[src/hw/auto_zero_defs.svh]
// Register offsets, field positions, reset values and timing counts
`ifndef AUTO_ZERO_DEFS_SVH
`define AUTO_ZERO_DEFS_SVH
`define REG_CTRL 5'h00
`define REG_STATUS 5'h04
`define REG_TRIM 5'h08
`define REG_DATA 5'h0C
`define REG_IRQ_STAT 5'h10
`define REG_IRQ_CLR 5'h14
`define REG_IRQ_EN 5'h18
`define CTRL_ZERO_BIT 0
`define CTRL_CONV_BIT 1
`define IRQ_ZERO_BIT 0
`define IRQ_CONV_BIT 1
`define PORT_DATA_ADDR 8'hE4
`define PORT_TRIM_ADDR 8'hE5
`define PORT_SWITCH_ADDR 8'hE6
`define PORT_CTRL_ADDR 8'hE7
`define PORT_CFG_MODE0 8'h90
`define PTR_INIT 8'h80
`define TRIM_INIT 8'h7F
`define ZERO_STEPS 4'h8
`define SW_SHORT_BIT 0
`define SW_PATH_BIT 1
`define SW_ZEROING 2'h1
`define SW_SIGNAL 2'h2
`define CLK_MHZ 40
`define START_PULSE_NS 100
`define START_PULSE_CYC (((`START_PULSE_NS * `CLK_MHZ) + 999) / 1000)
`define RESP_OKAY 2'h0
`define RESP_SLVERR 2'h2
`endif

[src/hw/auto_zero_pkg.sv]
// Types shared by the auto-zero sequencer
package auto_zero_pkg;
  typedef enum logic [2:0] {
    ST_IDLE,
    ST_START,
    ST_ARM,
    ST_WAIT,
    ST_RESULT
  } seq_state_t;
  typedef logic [7:0] byte_t;
endpackage

[src/hw/auto_zero_sequencer.sv]
// Host controller that auto-zeroes a preamp ahead of an 8-bit converter
// How it works
// RULE1: Converter reads all zero when the differential input is not positive.
// RULE2: Data read is inverted; trim and switch outputs are driven inverted.
// RULE3: A zero result clears the trim bit at the trial pointer.
// RULE4: A nonzero result sets the trim bit at the trial pointer.
// RULE5: Zeroing takes exactly eight trial-and-decide steps.
// RULE6: Short switch closed while zeroing, then signal switch closed instead.
// RULE7: Two switch bits of one port always hold opposite states.
// RULE8: Trim code is held on its own 8-bit output port.
// RULE9: Port device is set to mode 0, data in, trim and switches out.
// RULE10: Port map: data E4, trim E5, switches E6, control word E7.
// RULE11: Done interrupt leads into the result step: read, invert, then decide.
// RULE12: Zeroing starts with pointer 80 and trim 7F, outputs trim, converts.
// RULE13: Pointer shifts right after each decision; at zero switches swap.
// RULE14: Every trim update is followed by a new start and a done wait; the code starts no conversion after the eighth.
`timescale 1ns/100ps
`default_nettype none
`include "auto_zero_defs.svh"
module auto_zero_sequencer #(
  parameter int START_CYC = `START_PULSE_CYC
) (
  input wire logic sys_clk,
  input wire logic sys_rst,
  // AXI4-Lite slave
  input wire logic [4:0] s_axi_awaddr,
  input wire logic s_axi_awvalid,
  output logic s_axi_awready,
  input wire logic [31:0] s_axi_wdata,
  input wire logic [3:0] s_axi_wstrb,
  input wire logic s_axi_wvalid,
  output logic s_axi_wready,
  output logic [1:0] s_axi_bresp,
  output logic s_axi_bvalid,
  input wire logic s_axi_bready,
  input wire logic [4:0] s_axi_araddr,
  input wire logic s_axi_arvalid,
  output logic s_axi_arready,
  output logic [31:0] s_axi_rdata,
  output logic [1:0] s_axi_rresp,
  output logic s_axi_rvalid,
  input wire logic s_axi_rready,
  // Converter side; data, trim and switch pins through inverting buffers
  input wire logic [7:0] conv_data_n,
  input wire logic conversion_done_interrupt_n,
  output logic conv_start_n,
  output logic [7:0] trim_port_n,
  output logic [1:0] switch_port_n,
  output logic [7:0] port_cfg_word,
  output logic [7:0] port_cfg_addr,
  output logic irq
);
  import auto_zero_pkg::*;

  seq_state_t state_ff;
  seq_state_t nxt_state;
  byte_t trim_ff;
  byte_t ptr_ff;
  byte_t data_ff;
  byte_t result;
  logic [1:0] sw_ff;
  logic zeroing_ff;
  logic zeroed_ff;
  logic [3:0] step_ff;
  logic [7:0] pulse_ff;
  logic [1:0] irq_stat_ff;
  logic [1:0] irq_en_ff;
  logic [1:0] irq_set;
  logic [1:0] irq_clr;
  logic [7:0] data_sync;
  logic done_n_sync;
  logic cmd_zero;
  logic cmd_conv;
  logic aw_hold_ff;
  logic w_hold_ff;
  logic [4:0] awaddr_ff;
  logic [31:0] wdata_ff;
  logic [3:0] wstrb_ff;
  logic wr_go;
  logic bvalid_ff;
  logic [1:0] bresp_ff;
  logic rvalid_ff;
  logic [31:0] rdata_ff;
  logic [1:0] rresp_ff;
  logic zero_last;

  // Pins from the converter cross into this clock
  pin_sync #(.WIDTH(9), .INIT(9'h1FF)) u_sync (
    .sys_clk(sys_clk),
    .sys_rst(sys_rst),
    .pin_in({conversion_done_interrupt_n, conv_data_n}),
    .pin_out({done_n_sync, data_sync})
  );

  // RULE2 read inversion
  // RULE1 all-zero means non-positive input
  assign result = ~data_sync;

  // AXI4-Lite write path, each ready drops while its half is held
  assign s_axi_awready = ~aw_hold_ff;
  assign s_axi_wready = ~w_hold_ff;
  assign wr_go = aw_hold_ff & w_hold_ff & ~bvalid_ff;

  // Address and data latched in either order
  always_ff @(posedge sys_clk or posedge sys_rst) begin
    if (sys_rst) begin
      aw_hold_ff <= 1'b0;
      w_hold_ff <= 1'b0;
      awaddr_ff <= 5'h00;
      wdata_ff <= 32'h00000000;
      wstrb_ff <= 4'h0;
    end else begin
      if (s_axi_awvalid & ~aw_hold_ff) begin
        aw_hold_ff <= 1'b1;
        awaddr_ff <= s_axi_awaddr;
      end else if (wr_go) begin
        aw_hold_ff <= 1'b0;
      end
      if (s_axi_wvalid & ~w_hold_ff) begin
        w_hold_ff <= 1'b1;
        wdata_ff <= s_axi_wdata;
        wstrb_ff <= s_axi_wstrb;
      end else if (wr_go) begin
        w_hold_ff <= 1'b0;
      end
    end
  end

  // Write response, error for an unmapped or read-only offset
  always_ff @(posedge sys_clk or posedge sys_rst) begin
    if (sys_rst) begin
      bvalid_ff <= 1'b0;
      bresp_ff <= `RESP_OKAY;
    end else if (wr_go) begin
      bvalid_ff <= 1'b1;
      case (awaddr_ff)
        `REG_CTRL, `REG_IRQ_CLR, `REG_IRQ_EN: bresp_ff <= `RESP_OKAY;
        default: bresp_ff <= `RESP_SLVERR;
      endcase
    end else if (s_axi_bready) begin
      bvalid_ff <= 1'b0;
    end
  end

  assign s_axi_bvalid = bvalid_ff;
  assign s_axi_bresp = bresp_ff;

  // Commands are pulses; ignored while a sequence runs
  assign cmd_zero = wr_go & (awaddr_ff == `REG_CTRL) & wstrb_ff[0]
    & wdata_ff[`CTRL_ZERO_BIT] & (state_ff == ST_IDLE);
  assign cmd_conv = wr_go & (awaddr_ff == `REG_CTRL) & wstrb_ff[0]
    & wdata_ff[`CTRL_CONV_BIT] & ~wdata_ff[`CTRL_ZERO_BIT]
    & (state_ff == ST_IDLE);
  assign irq_clr = (wr_go & (awaddr_ff == `REG_IRQ_CLR) & wstrb_ff[0])
    ? wdata_ff[1:0] : 2'h0;

  // Interrupt enable register
  always_ff @(posedge sys_clk or posedge sys_rst) begin
    if (sys_rst) begin
      irq_en_ff <= 2'h0;
    end else if (wr_go & (awaddr_ff == `REG_IRQ_EN) & wstrb_ff[0]) begin
      irq_en_ff <= wdata_ff[1:0];
    end
  end

  // AXI4-Lite read path, one read in flight
  assign s_axi_arready = ~rvalid_ff;

  // One cycle from address to data
  always_ff @(posedge sys_clk or posedge sys_rst) begin
    if (sys_rst) begin
      rvalid_ff <= 1'b0;
      rdata_ff <= 32'h00000000;
      rresp_ff <= `RESP_OKAY;
    end else if (s_axi_arvalid & ~rvalid_ff) begin
      rvalid_ff <= 1'b1;
      rresp_ff <= `RESP_OKAY;
      case (s_axi_araddr)
        `REG_CTRL: rdata_ff <= 32'h00000000;
        `REG_STATUS: rdata_ff <= {22'h000000, step_ff, sw_ff,
          zeroed_ff, zeroing_ff, 1'b0, (state_ff != ST_IDLE)};
        `REG_TRIM: rdata_ff <= {24'h000000, trim_ff};
        `REG_DATA: rdata_ff <= {24'h000000, data_ff};
        `REG_IRQ_STAT: rdata_ff <= {30'h00000000, irq_stat_ff};
        `REG_IRQ_CLR: rdata_ff <= 32'h00000000;
        `REG_IRQ_EN: rdata_ff <= {30'h00000000, irq_en_ff};
        default: begin
          rdata_ff <= 32'h00000000;
          rresp_ff <= `RESP_SLVERR;
        end
      endcase
    end else if (s_axi_rready) begin
      rvalid_ff <= 1'b0;
    end
  end

  assign s_axi_rvalid = rvalid_ff;
  assign s_axi_rdata = rdata_ff;
  assign s_axi_rresp = rresp_ff;

  // RULE5 eighth step ends search
  assign zero_last = (ptr_ff >> 1) == 8'h00;

  // Next state
  always_comb begin
    nxt_state = state_ff;
    case (state_ff)
      ST_IDLE: nxt_state = (cmd_zero | cmd_conv) ? ST_START : ST_IDLE;
      ST_START: nxt_state = (pulse_ff == 8'(START_CYC - 1)) ? ST_ARM : ST_START;
      // Wait for done to drop away so a stale level is not taken
      ST_ARM: nxt_state = done_n_sync ? ST_WAIT : ST_ARM;
      ST_WAIT: nxt_state = done_n_sync ? ST_WAIT : ST_RESULT;
      ST_RESULT: nxt_state = (zeroing_ff & ~zero_last) ? ST_START : ST_IDLE;
      default: nxt_state = ST_IDLE;
    endcase
  end

  // RULE14 restart after every update but the eighth
  always_ff @(posedge sys_clk or posedge sys_rst) begin
    if (sys_rst) begin
      state_ff <= ST_IDLE;
    end else begin
      state_ff <= nxt_state;
    end
  end

  // Start pulse width counter
  always_ff @(posedge sys_clk or posedge sys_rst) begin
    if (sys_rst) begin
      pulse_ff <= 8'h00;
      conv_start_n <= 1'b1;
    end else begin
      conv_start_n <= ~(nxt_state == ST_START);
      if (state_ff == ST_START) begin
        pulse_ff <= pulse_ff + 8'h01;
      end else begin
        pulse_ff <= 8'h00;
      end
    end
  end

  // RULE12 initial pointer and code
  // RULE3 RULE4 trial bit decision
  // RULE13 pointer shift
  always_ff @(posedge sys_clk or posedge sys_rst) begin
    if (sys_rst) begin
      ptr_ff <= 8'h00;
      trim_ff <= `TRIM_INIT;
      step_ff <= 4'h0;
    end else if (cmd_zero) begin
      ptr_ff <= `PTR_INIT;
      trim_ff <= `TRIM_INIT;
      step_ff <= 4'h0;
    end else if ((state_ff == ST_RESULT) & zeroing_ff) begin
      // RULE11 result step drives the decision
      if (result == 8'h00) begin
        trim_ff <= trim_ff & ~ptr_ff;
      end else begin
        trim_ff <= trim_ff | ptr_ff;
      end
      ptr_ff <= ptr_ff >> 1;
      step_ff <= step_ff + 4'h1;
    end
  end

  // RULE6 switch sequencing
  // RULE7 switches kept opposite
  always_ff @(posedge sys_clk or posedge sys_rst) begin
    if (sys_rst) begin
      sw_ff <= `SW_SIGNAL;
      zeroing_ff <= 1'b0;
      zeroed_ff <= 1'b0;
    end else if (cmd_zero) begin
      sw_ff <= `SW_ZEROING;
      zeroing_ff <= 1'b1;
      zeroed_ff <= 1'b0;
    end else if ((state_ff == ST_RESULT) & zeroing_ff & zero_last) begin
      sw_ff <= `SW_SIGNAL;
      zeroing_ff <= 1'b0;
      zeroed_ff <= 1'b1;
    end
  end

  // Normal conversion result, kept for software
  always_ff @(posedge sys_clk or posedge sys_rst) begin
    if (sys_rst) begin
      data_ff <= 8'h00;
    end else if ((state_ff == ST_RESULT) & ~zeroing_ff) begin
      data_ff <= result;
    end
  end

  // RULE8 trim port held
  // RULE2 outputs driven inverted through the buffers
  always_ff @(posedge sys_clk or posedge sys_rst) begin
    if (sys_rst) begin
      trim_port_n <= ~`TRIM_INIT;
      switch_port_n <= ~`SW_SIGNAL;
    end else begin
      trim_port_n <= ~trim_ff;
      switch_port_n <= ~sw_ff;
    end
  end

  // RULE9 mode 0 control word
  // RULE10 control word port address
  assign port_cfg_word = `PORT_CFG_MODE0;
  assign port_cfg_addr = `PORT_CTRL_ADDR;

  // Sticky events; a set in the clear cycle wins
  assign irq_set[`IRQ_ZERO_BIT] = (state_ff == ST_RESULT) & zeroing_ff & zero_last;
  assign irq_set[`IRQ_CONV_BIT] = (state_ff == ST_RESULT) & ~zeroing_ff;

  always_ff @(posedge sys_clk or posedge sys_rst) begin
    if (sys_rst) begin
      irq_stat_ff <= 2'h0;
    end else begin
      irq_stat_ff <= (irq_stat_ff & ~irq_clr) | irq_set;
    end
  end

  assign irq = |(irq_stat_ff & irq_en_ff);
endmodule // auto_zero_sequencer
`default_nettype wire

[src/hw/pin_sync.sv]
// Three-stage pin synchroniser with agreement filter
`timescale 1ns/100ps
`default_nettype none
module pin_sync #(
  parameter int WIDTH = 1,
  parameter logic [WIDTH-1:0] INIT = '0
) (
  input wire logic sys_clk,
  input wire logic sys_rst,
  input wire logic [WIDTH-1:0] pin_in,
  output logic [WIDTH-1:0] pin_out
);
  logic [WIDTH-1:0] s1_ff;
  logic [WIDTH-1:0] s2_ff;
  logic [WIDTH-1:0] s3_ff;
  logic [WIDTH-1:0] out_ff;

  // Stage one feeds stage two only
  always_ff @(posedge sys_clk or posedge sys_rst) begin
    if (sys_rst) begin
      s1_ff <= INIT;
      s2_ff <= INIT;
      s3_ff <= INIT;
    end else begin
      s1_ff <= pin_in;
      s2_ff <= s1_ff;
      s3_ff <= s2_ff;
    end
  end

  // Each bit changes only once stages two and three agree
  genvar i;
  generate
    for (i = 0; i < WIDTH; i++) begin : g_bit
      always_ff @(posedge sys_clk or posedge sys_rst) begin
        if (sys_rst) begin
          out_ff[i] <= INIT[i];
        end else if (s2_ff[i] == s3_ff[i]) begin
          out_ff[i] <= s3_ff[i];
        end
      end
    end
  endgenerate

  assign pin_out = out_ff;
endmodule // pin_sync
`default_nettype wire

[config.mk]
export PLATFORM = sky130hd
export DESIGN_NAME = auto_zero_sequencer
export DESIGN_NICKNAME = d
export VERILOG_FILES = /design/src/hw/auto_zero_pkg.sv /design/src/hw/auto_zero_sequencer.sv /design/src/hw/pin_sync.sv
export VERILOG_INCLUDE_DIRS = /design/src /design/src/hw
export SDC_FILE = /design/constraint.sdc
export NUM_CORES = 1
export LEC_CHECK = 0
export BUFFER_PORTS_ARGS = -buffer_cell sky130_fd_sc_hd__buf_4
export CELL_PAD_IN_SITES_DETAIL_PLACEMENT = 1
export CELL_PAD_IN_SITES_GLOBAL_PLACEMENT = 1
export CORE_UTILIZATION = 41
export CTS_CLUSTER_DIAMETER = 40
export DETAILED_ROUTE_END_ITERATION = 10
export HOLD_SLACK_MARGIN = 0.02
export PLACE_DENSITY_LB_ADDON = 0.1
export SETUP_SLACK_MARGIN = 0.4
export SKIP_CTS_REPAIR_TIMING = 1
export SKIP_LAST_GASP = 1
export SLEW_MARGIN = 15
export SYNTH_ARGS = -nofsm -noshare
export SYNTH_HDL_FRONTEND = slang
export SYNTH_SLANG_ARGS = --single-unit
[constraint.sdc]
create_clock -name sys_clk -period 3.9 [get_ports sys_clk]
set_clock_uncertainty 0.15 [all_clocks]
set_input_delay 0.39 -clock sys_clk [delete_from_list [all_inputs] [get_ports sys_clk]]
set_output_delay 0.39 -clock sys_clk [all_outputs]
set_load 0.02 [all_outputs]
==> reports/results.md <==
- **aggregate global routing overflow** 0
- **outcome** finished clean
- **Top delay family on crit path** simple AND/OR/NAND/NOR gates
- **setup_tns** 0 ns
- **share of the synthesized area in the top cell type** 0.363
- **maximum cell stage delay along the critical path** 0.56 ns
- **# diodes** 0
- **Site Rows** 39
- **length of the first detailed-routing pass in iterations** 4
- **count of buffer and inverter cells on the critical path** 0
- **wire per inst** 15.2 um
- **Max VDD drop** 400 uV
- **arrival time reported for the critical path endpoint** 2.31 ns
- **post-synthesis average cell area** 11.7 sq um
- **clock latency on the worst-skew pair** 0.42 ns
- **initial antenna violation count** 0
- **fraction of registers with async set or reset after synthesis** 1.00
- **peak clock frequency supported by timing** 0.458 GHz
- **Starting Density** 0.421
- **met1 layer wirelength in the final routing** 4260 um
- **Max-Cap Viols** 0
- **synthesis-stage register bit count** 117
- **Leak** 2.63 nW
- **Final Routed Wirelength** 9800 um
- **I/O pin count** 131
- **crit path launch type** flop
- **Post-synth EDFFs** 0
- **final number of hold-violating endpoints** 0
- **number of cells in the finished layout apart from fillers** 643
- **Iter 0 DRT Violations** 81
- **total length of routed met2 wires** 4940 um
- **cell-by-cell trace of the critical path** or3_4, nor4b_4, and2_1, o21ai_0
- **number of sinks driven by the clock tree** 117
- **die area** 12,200 sq um
- **weighted congestion at the end of routability-driven global placement** 0.743
- **cell type with the highest aggregate area in the netlist** dfrtp_1
- **CP Class** reg -> reg
- **dpl hpwl** 6770 um
- **CP Capture Type** flop
- **path category of the worst min-delay check** in -> reg
- **detailed-route DRC error count** 0
- **total power** 3.74 mW
- **wire length of the first global-routing pass** 16,500 um
- **crit share post-route** 0.560
- **pin count of the biggest net entering global routing** 91
- **endpoints failing setup** 0
- **Bufs on Longest Clock Path** 2
- **instance count of the mapped netlist** 414
- **top routing layer in use** met4
- **power density relative to cell area** 629 nW/um^2
- **global-route usage over all layers** 0.175
- **Die X-Extent** 111 um
- **layout cell share with drive strength beyond 1** 0.314
- **share of the yosys chip area belonging to registers** 0.619
- **relative max-transition margin** 0.458
- **vertical die dimension** 111 um
- **clock slew at the register clock pins of the worst setup and hold paths** 0.05 ns
- **Yosys cell types** 57
- **CTS buffer count** 17
- **maximum level of the CTS H-tree** 4
- **routed length on met3** 377 um
- **number of placed instances, taps included** 600
- **data required time at the worst endpoint** 4.02 ns
- **# nets final** 551
- **setup repair after global routing missed its margin** false
- **main flop type after synthesis** dfrtp_1
- **CTS tree** yes
- **number of global-route vias before repair** 3,278
- **worst-margin pin slew** 0.806 ns
- **total via count in the routed design** 3,118
- **area added between synthesis and finish** 23.3%
- **Root Buffer** clkbuf_16
- **area of the core** 11,500 sq um
- **shortest period the worst path allows** 2.18 ns
- **total of warnings raised by yosys** 0
- **number of nets with antenna violations after detailed routing** 0
- **Filler Cell Count** 1,227
- **highest fanout seen on the critical path** 15
- **Post-Syn Area** 4830 sq um
- **vias per cell** 4.85
- **Final Slew Violations** 0
- **CP max-delay cell** and2_1
- **cells taking the most area after synthesis** dfrtp_1, dfstp_2, buf_4, nand2_1, o21ai_0
- **number of input and output port buffers inserted** 57
-- routing by layer --
metal	up-vias	GRT usage
met5	-	0
met4	0	0.0942
met3	19	0.0505
met2	72	0.287
met1	1556	0.208
li1	1471	-
-- power breakdown --
group          total [mW]  switching, mW  internal [mW]
Combinational       0.600          0.331          0.269
Sequential           1.59          0.152           1.44
Clock                1.55          0.529           1.02
Total                3.74           1.01           2.73
-- flip-flops by register name, summed over array words and instances, names as in the netlist, 2 cells and up --
signal and count:
u_sync.s1_ff 9, u_sync.pin_out 9, u_sync.s3_ff 9, step_ff 4
wdata_ff 2, trim_ff 8, data_ff 8, irq_en_ff 2
trim_port_n 8, irq_stat_ff 2, switch_port_n 2, ptr_ff 8
u_sync.s2_ff 9, state_ff 3, sw_ff 2, pulse_ff 8
s_axi_rdata 10, awaddr_ff 5
-- worst reg2reg max path: cells and delay by family, from the launching register on --
| family | cells | cell delay [ns] |
|---|---|---|
| AND/OR/NAND/NOR | 3 | 1.30 |
| flip-flops | 1 | 0.41 |
| AO/OA/AOI/OAI | 1 | 0.19 |
-- logic make-up (layout without fill, tap and decap cells) --
family | Yosys count | after routing | share of synthesized area
AND/OR/NAND/NOR | 119 | 119 | 0.128
flip-flops | 117 | 117 | 0.619
AO/OA/AOI/OAI | 71 | 71 | 0.0891
buffers and inverters | 71 | 119 | 0.0894
multiplexers | 13 | 13 | 0.0314
adder cells (fa/ha/maj) | 11 | 11 | 0.0238
XOR/XNOR | 10 | 10 | 0.0181
other | 2 | 40 | 0.00156
-- final cells by class --
type | count | area, sq um | share of cell area
clock buffer | 26 | 543 | 0.0912
multi-input combinational | 264 | 1550 | 0.261
timing repair buffer | 69 | 558 | 0.0938
clock inverter | 6 | 61.3 | 0.0103
inverter | 18 | 71.3 | 0.0120
sequential | 117 | 2990 | 0.502
tap | 143 | 179 | 0.0301
-- worst paths after layout --
check / endpoint / depth (start not counted) / start / slack, ns
min in group asynchronous: trim_port_n[4]$_DFF_PP0_ / 3 / sys_rst / 0.47
min reg2reg: u_sync.s2_ff[0]$_DFF_PP1_ / 0 / u_sync.s1_ff[0]$_DFF_PP1_ / 0.20
max: ptr_ff[6]$_DFFE_PP0P_ / 4 / awaddr_ff[4]$_DFFE_PP0P_ / 1.72
max in group asynchronous: u_sync.s1_ff[4]$_DFF_PP1_ / 4 / sys_rst / 2.26
max reg2reg: ptr_ff[6]$_DFFE_PP0P_ / 4 / awaddr_ff[4]$_DFFE_PP0P_ / 1.72
min: s_axi_bvalid$_DFFE_PP0P_ / 2 / s_axi_bready / 0.004
-- stage by stage --
step,hold slack [ns],worst slack [ns],util,instance area (sq um)
finish,0.00372,1.72,0.519,5950
CTS,-0.0861,1.70,0.509,5840
detailed placement,0.198,1.68,0.457,5240
global placement,0.196,1.77,0.457,5240
floorplan,0.195,1.97,-,4970
global route,0.0299,1.53,0.519,5950
-- cell usage in the layout, fill, tap and decap left out, types with 8 or more instances in the layout --
cell type / netlist / layout
dfrtp_1: 70 / 70
dlygate4sd3_1: 0 / 11
dfstp_2: 47 / 47
o21ai_0: 24 / 24
nand3_1: 8 / 8
maj3_1: 9 / 9
clkbuf_16: 0 / 20
nand2_1: 48 / 48
inv_1: 18 / 17
conb_1: 2 / 40
nor2_1: 26 / 26
mux2_2: 9 / 9
a21oi_1: 20 / 20
buf_4: 41 / 57
-- cell usage after synthesis, types with 7 or more instances --
master    count
a21oi_1      20
nand3_1       8
xor2_1        7
dfstp_2      47
buf_4        41
inv_1        18
nor2_1       26
dfrtp_1      70
clkbuf_1      8
maj3_1        9
mux2_2        9
nand2_1      48
o21ai_0      24
No activity file was read; power rests on OpenSTA's default activity.
